`src/core/psar_map.svh`:
```
`ifndef PSAR_MAP_SVH
`define PSAR_MAP_SVH

// Register word offsets on the Avalon-MM slave (byte addresses).
`define PSAR_OFS_FAULT_ADDR   6'h00
`define PSAR_OFS_DIR_BASE     6'h04
`define PSAR_OFS_GLOBAL_BASE  6'h08
`define PSAR_OFS_GLOBAL_LIMIT 6'h0C
`define PSAR_OFS_INTR_BASE    6'h10
`define PSAR_OFS_INTR_LIMIT   6'h14
`define PSAR_OFS_LOCAL_SEL    6'h18
`define PSAR_OFS_TASK_SEL     6'h1C
`define PSAR_OFS_CONTROL      6'h20
`define PSAR_OFS_STATUS       6'h24

// Directory base register layout.
`define PSAR_DIR_BASE_MASK    32'hFFFFF000
`define PSAR_DIR_WRITE_MASK   32'hFFFFF018
`define PSAR_BIT_CACHE_DIS    4
`define PSAR_BIT_WRITE_THRU   3

// Control register layout.
`define PSAR_BIT_PAGING_EN    0

// Reset values.
`define PSAR_RST_WORD         32'h00000000
`define PSAR_RST_HALF         16'h0000

`endif

```
`src/core/psar_pkg.sv`:
```
package psar_pkg;

  typedef enum logic [1:0] {
    PSAR_SRC_DIR_BASE  = 2'h0,
    PSAR_SRC_DIR_ENTRY = 2'h1,
    PSAR_SRC_TBL_ENTRY = 2'h2
  } psar_attr_src_t;

  typedef enum logic [2:0] {
    PSAR_ST_IDLE = 3'h1,
    PSAR_ST_RESP = 3'h2,
    PSAR_ST_DONE = 3'h4
  } psar_bus_state_t;

endpackage

```
`src/core/psar_regs.sv`:
```
`timescale 1ns/100ps
`include "psar_map.svh"

////////////////////////////////////////////////////////////////////////////////
// Overview of operation
// - A detected page fault loads its linear address into the fault address register.
// - When the fault handler starts, an error code describing the fault is pushed out.
// - The directory base keeps only address bits 31-12, so it is 4 Kbyte aligned.
// - Writable cache-disable bit 4 and write-through bit 3 drive pins on external page access.
// - The attributes come from the directory base, a directory entry or a table entry.
// - With paging disabled both cacheability attributes read as zero on the pins.
// - Any write to the directory base, or a task switch changing it, flushes the TLB.
// - The directory base is used directly as a physical address, untranslated.
// - The global table register holds a 32-bit base in 47-16 and a 16-bit limit in 15-0.
// - The interrupt table register has the same 32-bit base and 16-bit limit layout.
// - Global and interrupt table bases are linear and go through translation when paging.
// - The local table register holds a writable 16-bit selector.
// - The task segment register holds a 16-bit selector.
module psar_regs (
  input  wire logic        clk,
  input  wire logic        nrst,
  // Avalon-MM slave.
  input  wire logic [5:0]  avs_address,
  input  wire logic        avs_read,
  input  wire logic        avs_write,
  input  wire logic [31:0] avs_writedata,
  input  wire logic [3:0]  avs_byteenable,
  output logic      [31:0] avs_readdata,
  output logic      [1:0]  avs_response,
  output logic             avs_waitrequest,
  // Core side.
  input  wire logic        fault_valid,
  input  wire logic [31:0] fault_linear_addr,
  input  wire logic [31:0] fault_error_code,
  input  wire logic        handler_invoke,
  input  wire logic        task_switch,
  input  wire logic [31:0] task_dir_base,
  input  wire logic [1:0]  attr_src,
  input  wire logic [1:0]  dir_entry_attr,
  input  wire logic [1:0]  tbl_entry_attr,
  input  wire logic        dir_entry_update,
  input  wire logic        ext_page_access,
  output logic             page_cache_disable,
  output logic             page_write_through,
  output logic             tlb_flush,
  output logic      [31:0] dir_phys_addr,
  output logic      [31:0] global_base_out,
  output logic      [31:0] interrupt_base_out,
  output logic             table_translate,
  output logic             err_push_valid,
  output logic      [31:0] err_push_data,
  output logic      [15:0] local_selector_out,
  output logic      [15:0] task_selector_out
);

  ////////////////////////////////////////////////////////////////////////////////

  logic [31:0]                 page_fault_address_reg;
  logic [31:0]                 page_directory_base_reg;
  logic [47:0]                 global_table_base_limit_reg;
  logic [47:0]                 interrupt_table_base_limit_reg;
  logic [15:0]                 local_table_selector_reg;
  logic [15:0]                 task_segment_selector_reg;
  logic                        paging_enable_reg;
  logic                        tlb_flush_reg;
  logic [31:0]                 err_push_data_reg;
  logic                        err_push_valid_reg;
  logic [31:0]                 readdata_reg;
  logic                        slverr_reg;
  psar_pkg::psar_bus_state_t   state_reg;
  psar_pkg::psar_bus_state_t   state_next;
  logic                        wr_take;
  logic                        rd_take;
  logic [31:0]                 dir_base_next;
  logic                        cd_sel;
  logic                        wt_sel;

  // Byte-lane merge used by every writable register except the control register.
  function automatic logic [31:0] lane_merge(input logic [31:0] old_v,
                                             input logic [31:0] new_v,
                                             input logic [3:0]  be);
    logic [31:0] r;
    r = old_v;
    for (int i = 0; i < 4; i++) begin
      if (be[i]) begin
        r[i*8 +: 8] = new_v[i*8 +: 8];
      end
    end
    return r;
  endfunction

  ////////////////////////////////////////////////////////////////////////////////
  // Bus handshake: an access starting in idle takes exactly one wait cycle (one right after another takes two), so that the answer
  // is registered and the bus output never depends combinationally on the address.

  always_comb begin
    state_next = state_reg;
    unique case (state_reg)
      psar_pkg::PSAR_ST_IDLE: begin
        if (avs_read || avs_write) begin
          state_next = psar_pkg::PSAR_ST_RESP;
        end
      end
      psar_pkg::PSAR_ST_RESP: state_next = psar_pkg::PSAR_ST_DONE;
      psar_pkg::PSAR_ST_DONE: state_next = psar_pkg::PSAR_ST_IDLE;
      default:                state_next = psar_pkg::PSAR_ST_IDLE;
    endcase
  end

  always_ff @(posedge clk or negedge nrst) begin
    if (!nrst) begin
      state_reg <= psar_pkg::PSAR_ST_IDLE;
    end else begin
      state_reg <= state_next;
    end
  end

  assign wr_take         = (state_reg == psar_pkg::PSAR_ST_RESP) && avs_write;
  assign rd_take         = (state_reg == psar_pkg::PSAR_ST_RESP) && avs_read;
  assign avs_waitrequest = (avs_read || avs_write) && (state_reg != psar_pkg::PSAR_ST_RESP);
  assign avs_readdata    = readdata_reg;
  assign avs_response    = slverr_reg ? 2'h2 : 2'h0;

  ////////////////////////////////////////////////////////////////////////////////

  always_ff @(posedge clk or negedge nrst) begin
    if (!nrst) begin
      readdata_reg <= `PSAR_RST_WORD;
      slverr_reg   <= 1'b0;
    end else if (state_reg == psar_pkg::PSAR_ST_IDLE && (avs_read || avs_write)) begin
      slverr_reg <= 1'b0;
      unique case (avs_address)
        `PSAR_OFS_FAULT_ADDR:   readdata_reg <= page_fault_address_reg;
        `PSAR_OFS_DIR_BASE:     readdata_reg <= page_directory_base_reg;
        `PSAR_OFS_GLOBAL_BASE:  readdata_reg <= global_table_base_limit_reg[47:16];
        `PSAR_OFS_GLOBAL_LIMIT: readdata_reg <= {16'h0000, global_table_base_limit_reg[15:0]};
        `PSAR_OFS_INTR_BASE:    readdata_reg <= interrupt_table_base_limit_reg[47:16];
        `PSAR_OFS_INTR_LIMIT:   readdata_reg <= {16'h0000, interrupt_table_base_limit_reg[15:0]};
        `PSAR_OFS_LOCAL_SEL:    readdata_reg <= {16'h0000, local_table_selector_reg};
        `PSAR_OFS_TASK_SEL:     readdata_reg <= {16'h0000, task_segment_selector_reg};
        `PSAR_OFS_CONTROL:      readdata_reg <= {31'h00000000, paging_enable_reg};
        `PSAR_OFS_STATUS:       readdata_reg <= {31'h00000000, tlb_flush_reg};
        default: begin
          readdata_reg <= `PSAR_RST_WORD;
          slverr_reg   <= 1'b1;
        end
      endcase
    end
  end

  ////////////////////////////////////////////////////////////////////////////////
  // A hardware fault capture wins over a software write in the same cycle.

  always_ff @(posedge clk or negedge nrst) begin
    if (!nrst) begin
      page_fault_address_reg <= `PSAR_RST_WORD;
    end else if (fault_valid) begin
      page_fault_address_reg <= fault_linear_addr;
    end else if (wr_take && avs_address == `PSAR_OFS_FAULT_ADDR) begin
      page_fault_address_reg <= lane_merge(page_fault_address_reg, avs_writedata, avs_byteenable);
    end
  end

  always_ff @(posedge clk or negedge nrst) begin
    if (!nrst) begin
      err_push_valid_reg <= 1'b0;
      err_push_data_reg  <= `PSAR_RST_WORD;
    end else begin
      err_push_valid_reg <= handler_invoke;
      if (handler_invoke) begin
        err_push_data_reg <= fault_error_code;
      end
    end
  end

  ////////////////////////////////////////////////////////////////////////////////
  // Directory base: a software write wins over a task switch landing together.

  always_comb begin
    dir_base_next = page_directory_base_reg;
    if (wr_take && avs_address == `PSAR_OFS_DIR_BASE) begin
      dir_base_next = lane_merge(page_directory_base_reg, avs_writedata, avs_byteenable);
    end else if (task_switch) begin
      dir_base_next = task_dir_base;
    end
    dir_base_next = dir_base_next & `PSAR_DIR_WRITE_MASK;
  end

  always_ff @(posedge clk or negedge nrst) begin
    if (!nrst) begin
      page_directory_base_reg <= `PSAR_RST_WORD;
      tlb_flush_reg           <= 1'b0;
    end else begin
      page_directory_base_reg <= dir_base_next;
      tlb_flush_reg <= (wr_take && avs_address == `PSAR_OFS_DIR_BASE) ||
                       (task_switch && dir_base_next != page_directory_base_reg);
    end
  end

  assign tlb_flush     = tlb_flush_reg;
  assign dir_phys_addr = page_directory_base_reg & `PSAR_DIR_BASE_MASK;

  ////////////////////////////////////////////////////////////////////////////////
  // Cacheability attribute selection; bit 1 of each entry pair is cache-disable.

  always_comb begin
    cd_sel = page_directory_base_reg[`PSAR_BIT_CACHE_DIS];
    wt_sel = page_directory_base_reg[`PSAR_BIT_WRITE_THRU];
    if (!dir_entry_update) begin
      if (attr_src == psar_pkg::PSAR_SRC_DIR_ENTRY) begin
        cd_sel = dir_entry_attr[1];
        wt_sel = dir_entry_attr[0];
      end else if (attr_src == psar_pkg::PSAR_SRC_TBL_ENTRY) begin
        cd_sel = tbl_entry_attr[1];
        wt_sel = tbl_entry_attr[0];
      end
    end
  end

  always_ff @(posedge clk or negedge nrst) begin
    if (!nrst) begin
      page_cache_disable <= 1'b0;
      page_write_through <= 1'b0;
    end else if (!paging_enable_reg) begin
      page_cache_disable <= 1'b0;
      page_write_through <= 1'b0;
    end else if (ext_page_access) begin
      page_cache_disable <= cd_sel;
      page_write_through <= wt_sel;
    end
  end

  ////////////////////////////////////////////////////////////////////////////////

  always_ff @(posedge clk or negedge nrst) begin
    if (!nrst) begin
      global_table_base_limit_reg    <= {`PSAR_RST_WORD, `PSAR_RST_HALF};
      interrupt_table_base_limit_reg <= {`PSAR_RST_WORD, `PSAR_RST_HALF};
      local_table_selector_reg       <= `PSAR_RST_HALF;
      task_segment_selector_reg      <= `PSAR_RST_HALF;
      paging_enable_reg              <= 1'b0;
    end else if (wr_take) begin
      unique case (avs_address)
        `PSAR_OFS_GLOBAL_BASE: global_table_base_limit_reg[47:16] <=
          lane_merge(global_table_base_limit_reg[47:16], avs_writedata, avs_byteenable);
        `PSAR_OFS_GLOBAL_LIMIT: global_table_base_limit_reg[15:0] <= 16'(lane_merge(
          {16'h0000, global_table_base_limit_reg[15:0]}, avs_writedata, avs_byteenable));
        `PSAR_OFS_INTR_BASE: interrupt_table_base_limit_reg[47:16] <=
          lane_merge(interrupt_table_base_limit_reg[47:16], avs_writedata,
                     avs_byteenable);
        `PSAR_OFS_INTR_LIMIT: interrupt_table_base_limit_reg[15:0] <= 16'(lane_merge(
          {16'h0000, interrupt_table_base_limit_reg[15:0]}, avs_writedata, avs_byteenable));
        `PSAR_OFS_LOCAL_SEL: local_table_selector_reg <= 16'(lane_merge(
          {16'h0000, local_table_selector_reg}, avs_writedata, avs_byteenable));
        `PSAR_OFS_TASK_SEL: task_segment_selector_reg <= 16'(lane_merge(
          {16'h0000, task_segment_selector_reg}, avs_writedata, avs_byteenable));
        `PSAR_OFS_CONTROL: if (avs_byteenable[0]) begin
          paging_enable_reg <= avs_writedata[`PSAR_BIT_PAGING_EN];
        end
        default: ;
      endcase
    end
  end

  assign global_base_out    = global_table_base_limit_reg[47:16];
  assign interrupt_base_out = interrupt_table_base_limit_reg[47:16];
  assign table_translate    = paging_enable_reg;
  assign local_selector_out = local_table_selector_reg;
  assign task_selector_out  = task_segment_selector_reg;
  assign err_push_valid     = err_push_valid_reg;
  assign err_push_data      = err_push_data_reg;

  ////////////////////////////////////////////////////////////////////////////////

  fault_capture_a: assert property (@(posedge clk) disable iff (!nrst)
    fault_valid |=> page_fault_address_reg == $past(fault_linear_addr))
    else $error("Fault address not captured.");

  err_push_a: assert property (@(posedge clk) disable iff (!nrst)
    handler_invoke |=> err_push_valid && err_push_data == $past(fault_error_code))
    else $error("Error code not pushed.");

  dir_align_a: assert property (@(posedge clk) disable iff (!nrst)
    dir_phys_addr[11:0] == 12'h000)
    else $error("Directory base not aligned.");

  attr_drive_a: assert property (@(posedge clk) disable iff (!nrst)
    (paging_enable_reg && ext_page_access && dir_entry_update) |=>
      page_cache_disable == $past(page_directory_base_reg[`PSAR_BIT_CACHE_DIS]) &&
      page_write_through == $past(page_directory_base_reg[`PSAR_BIT_WRITE_THRU]))
    else $error("Attribute pins not driven from directory base.");

  attr_entry_a: assert property (@(posedge clk) disable iff (!nrst)
    (paging_enable_reg && ext_page_access && !dir_entry_update &&
     attr_src == psar_pkg::PSAR_SRC_TBL_ENTRY) |=>
      {page_cache_disable, page_write_through} == $past(tbl_entry_attr))
    else $error("Table entry attributes not used.");

  attr_off_a: assert property (@(posedge clk) disable iff (!nrst)
    !paging_enable_reg |=> !page_cache_disable && !page_write_through)
    else $error("Attributes not zero with paging off.");

  tlb_flush_a: assert property (@(posedge clk) disable iff (!nrst)
    (wr_take && avs_address == `PSAR_OFS_DIR_BASE) |=> tlb_flush)
    else $error("Directory write did not flush TLB.");

  rsvd_zero_a: assert property (@(posedge clk) disable iff (!nrst)
    (page_directory_base_reg & ~`PSAR_DIR_WRITE_MASK) == 32'h00000000)
    else $error("Reserved directory bits set.");

  wait_one_a: assert property (@(posedge clk) disable iff (!nrst)
    ($rose(avs_read) && state_reg == psar_pkg::PSAR_ST_IDLE) |-> avs_waitrequest ##1 !avs_waitrequest)
    else $error("Bus answer not after one wait cycle.");

  attr_hold_a: assert property (@(posedge clk) disable iff (!nrst)
    (paging_enable_reg && !ext_page_access) |=>
      $stable({page_cache_disable, page_write_through}))
    else $error("Attribute pins changed without a page access.");

  dir_entry_a: assert property (@(posedge clk) disable iff (!nrst)
    (paging_enable_reg && ext_page_access && !dir_entry_update &&
     attr_src == psar_pkg::PSAR_SRC_DIR_ENTRY) |=>
      {page_cache_disable, page_write_through} == $past(dir_entry_attr))
    else $error("Directory entry attributes not used.");

  flush_task_a: assert property (@(posedge clk) disable iff (!nrst)
    (task_switch && (task_dir_base & `PSAR_DIR_WRITE_MASK) != page_directory_base_reg)
      |=> tlb_flush)
    else $error("Task switch changing the directory base did not flush TLB.");

  flush_cause_a: assert property (@(posedge clk) disable iff (!nrst)
    (!task_switch && !(wr_take && avs_address == `PSAR_OFS_DIR_BASE)) |=> !tlb_flush)
    else $error("TLB flushed without a directory base load.");

  dir_phys_a: assert property (@(posedge clk) disable iff (!nrst)
    dir_phys_addr[31:12] == page_directory_base_reg[31:12])
    else $error("Directory physical address not taken from the register.");

  err_pulse_a: assert property (@(posedge clk) disable iff (!nrst)
    !handler_invoke |=> !err_push_valid)
    else $error("Error code push without a handler start.");

  // A flush follows its task switch by one cycle, so the cover looks one edge later.
  fault_cov_c: cover property (@(posedge clk) disable iff (!nrst) fault_valid);
  flush_cov_c: cover property (@(posedge clk) disable iff (!nrst) task_switch ##1 tlb_flush);
  attr_cov_c:  cover property (@(posedge clk) disable iff (!nrst) page_cache_disable);
  hold_cov_c:  cover property (@(posedge clk) disable iff (!nrst)
    paging_enable_reg && !ext_page_access);
  err_cov_c:   cover property (@(posedge clk) disable iff (!nrst) err_push_valid);

endmodule

```
`config.mk`:
```
export PLATFORM = sky130hd
export DESIGN_NAME = psar_regs
export DESIGN_NICKNAME = d
export VERILOG_FILES = /design/src/core/psar_pkg.sv /design/src/core/psar_regs.sv
export VERILOG_INCLUDE_DIRS = /design/src /design/src/core
export SDC_FILE = /design/constraint.sdc
export NUM_CORES = 1
export LEC_CHECK = 0
export ABC_CLOCK_PERIOD_IN_PS = 3100
export BUFFER_PORTS_ARGS = -buffer_cell sky130_fd_sc_hd__buf_4
export CAP_MARGIN = 30
export CELL_PAD_IN_SITES_DETAIL_PLACEMENT = 1
export CELL_PAD_IN_SITES_GLOBAL_PLACEMENT = 1
export CORE_ASPECT_RATIO = 1.4
export CORE_MARGIN = 4
export CORE_UTILIZATION = 45
export CTS_BUF_LIST = sky130_fd_sc_hd__clkbuf_4 sky130_fd_sc_hd__clkbuf_8
export DETAILED_ROUTE_END_ITERATION = 12
export PLACE_DENSITY_LB_ADDON = 0.1
export REMOVE_ABC_BUFFERS = 1
export SYNTH_ARGS = -nofsm -noshare
export SYNTH_HDL_FRONTEND = slang
export SYNTH_SLANG_ARGS = --single-unit
```
`constraint.sdc`:
```
create_clock -name clk -period 3.1 [get_ports clk]
set_input_delay 0.31 -clock clk [delete_from_list [all_inputs] [get_ports clk]]
set_output_delay 0.31 -clock clk [all_outputs]
set_load 0.03 [all_outputs]
```
==> impl_metrics.toml <==
[synth]
synthXorXnorAreaFrac = 0.00857
synth-edff-count = 0
ys_async_sr_fraction = 1.00
yosysWarnings = 0
synth_ff_type = "dfrtp_1"
yosysUniqueCellTypes = 70
synth_simple_gate_area_frac = 0.0758
synthMuxAreaShare = 0.174
synth.top_cell.area_share = 0.518
synthTopCellsByArea = "dfrtp_1 (52%), mux2_2 (15%), buf_4 (6.1%)"
ys_seq_area_frac = 0.520
synth_top_family_by_area = "multiplexers"
yosys_register_bits = 255
synth_most_common_cell = "dfrtp_1"
syn_avg_cell_area_um2 = 11.8
synthAdderAreaFrac = 0
synth_compound_area_frac = 0.135
synth_cells = 1039
synth_area_leader_cell = "dfrtp_1"
netlist_area_um2 = 12300
netlist_top_cells_count = "dfrtp_1 (254), mux2_2 (161), buf_4 (100)"

[cts]
cts_setup_buffers = 0
clock_latency_ps = 580
clk_path_buf_depth = 3
ctsResizeCount = 0
cts_tree = "done"
cts.sinks = 255
hold_buffers = 81
clk_pin_slew_ps = 60
cts_buffers = 42
clockRootBuffer = "clkbuf_8"
htreeDepth = 2

[min_path]
hold_start = "avs_writedata[6]"
hold_class = "input pin to register"
holdPathStages = 2
worst_hold_path.endpoint = "global_table_base_limit_reg[22]"

[floorplan]
placementRows = 71
coreArea_um2 = 26900
die_height_um = 203
io-pin-count = 353
die_x_um = 148
start_util = 0.456
dieArea_um2 = 30000

[routing]
routedWlPerCell_um = 23.9
drc_errors = 0
vias = 9834
wirelength_um = 42300
ant_nets = 0
drtIter0Drc = 446
viasPerCell = 5.54
first_pass_iters = 7

[timing]
tightest_slew_ps = 778
whs_ps = 31.7
hold_viol_final = 0
slew_viol_final = 0
fin_crit_sh = 0.784
fin_crit_ps = 2430
achievable-frequency_mhz = 411
setup-violations-final = 0
grt_setup_unrepaired = "no"
clock_skew_ps = 35.9
slew_headroom = 0.481

[job]
drv_cap = 0

[grt]
grt_pass1_vias = 11300
grt_pass1_wl_um = 65500
grt-ovfl-total = 0
antenna_found_initial = 0
grt_max_degree = 86
grt.total_usage = 0.281

[power_and_ir_drop]
powerDensity_nw_per_um2 = 509
leakage_nw = 8.38
swShare = 0.294
pwr-share-clk = 0.380
vdd_drop_max_uv = 455
power.internal_w = 0.00584
combPwrFrac = 0.174
p_seq_frac = 0.446
power.switching_w = 0.00243

[setup_path]
worstSetupPathType = "register to register"
critPathMaxFanout = 9
cp-start-kind = "register"
cp-end-kind = "register"
cp_data_arrival_time_ps = 2880
reg2reg_from = "state_reg[2]"
rr_worst_depth = 5
r2r_setup_slack_ps = 670
r2r_end = "local_selector_out[6]"
critical_path_required_ps = 3550

[layout]
finalNetCount = 1532
layout-drive-gt1-share = 0.438
post-route-util = 0.604
diodes = 0
area_growth_pct = 32.4

[status]
status = "finished, final reports clean"

[placement]
place_congestion = 0.819
dpl.hpwl_um = 28100
port_buffers = 329
## layout make-up
cell class	instances	area, um^2
clock buffers	70	857
multi-input cells	623	4910
fillers	2799	10700
repair buffers	437	3540
inverters	20	75.1
clock inverters	4	28.8
well taps	365	457
flip-flops and latches	255	6380
## worst max-delay path by stage
stage | endpoint | startpoint | cells past startpoint | slack, ps
6_report | local_selector_out[6] | state_reg[2] | 5 | 670
5_1_grt | local_selector_out[3] | state_reg[2] | 5 | 570
4_1_cts | global_table_base_limit_reg[17] | state_reg[2] | 5 | 680
3_5_place_dp | global_table_base_limit_reg[18] | avs_address[1] | 6 | 560
3_3_place_gp | page_directory_base_reg[22] | avs_address[1] | 6 | 610
2_1_floorplan | local_selector_out[0] | avs_address[1] | 4 | -420
## cell usage in the layout, fill, tap and decap left out, types with 6 or more instances in the layout
master	Yosys	routed
nand2_2	8	8
a22oi_1	20	20
mux2i_1	32	32
a2111oi_0	6	6
nand2b_1	6	6
nor2_1	16	16
nand2_1	79	79
o21ai_0	38	38
a21oi_1	27	27
xnor2_1	7	7
conb_1	1	13
clkbuf_4	0	17
buf_4	100	351
a31oi_1	20	20
and3_1	18	18
dlygate4sd3_1	0	81
a222oi_1	33	33
dfrtp_1	254	254
o22ai_1	13	13
a21o_1	34	34
clkbuf_8	0	53
mux2_2	161	161
inv_1	20	20
## layer usage
metal,part of all wire,wire length [um],track usage
met2,0.54,22800,0.518
met3,0.079,3330,0.0747
met5,0,0,0
met4,0.027,1150,0.0916
met1,0.36,15100,0.312
## power groups by stage
stage / logic (W) / clock network [W] / registers (W)
after floorplan: 0.000390 / 0 / 0.00394
after global placement: 0.00133 / 0 / 0.00373
after detailed placement: 0.00135 / 0 / 0.00374
after CTS: 0.00144 / 0.00319 / 0.00368
after global routing: 0.00154 / 0.00337 / 0.00371
final: 0.00144 / 0.00314 / 0.00369
## stage by stage
stage,cells,instance area (um^2),setup TNS (ps),worst slack (ps),total power [W]
floorplan,898,11300,-17400,-423,0.00433
global placement,1619,14600,0,609,0.00506
detailed placement,1619,14600,0,557,0.00509
CTS,1774,16300,0,682,0.00832
global route,1774,16300,0,569,0.00862
finish,1774,16300,0,670,0.00827
## kinds of logic after synthesis
kind of cell | after synthesis
simple gates | 178
flops | 255
other cells | 1
buf+inv | 173
compound gates | 227
mux | 193
xor+xnor | 12
## worst max-delay path, stage by stage (launching register included)
cell and delay, ps:
dfrtp_1 400, nor4bb_1 270, buf_4 220, and2_0 510, nand2_1 520, mux2_2 430
No activity file was read; power rests on OpenSTA's default activity.
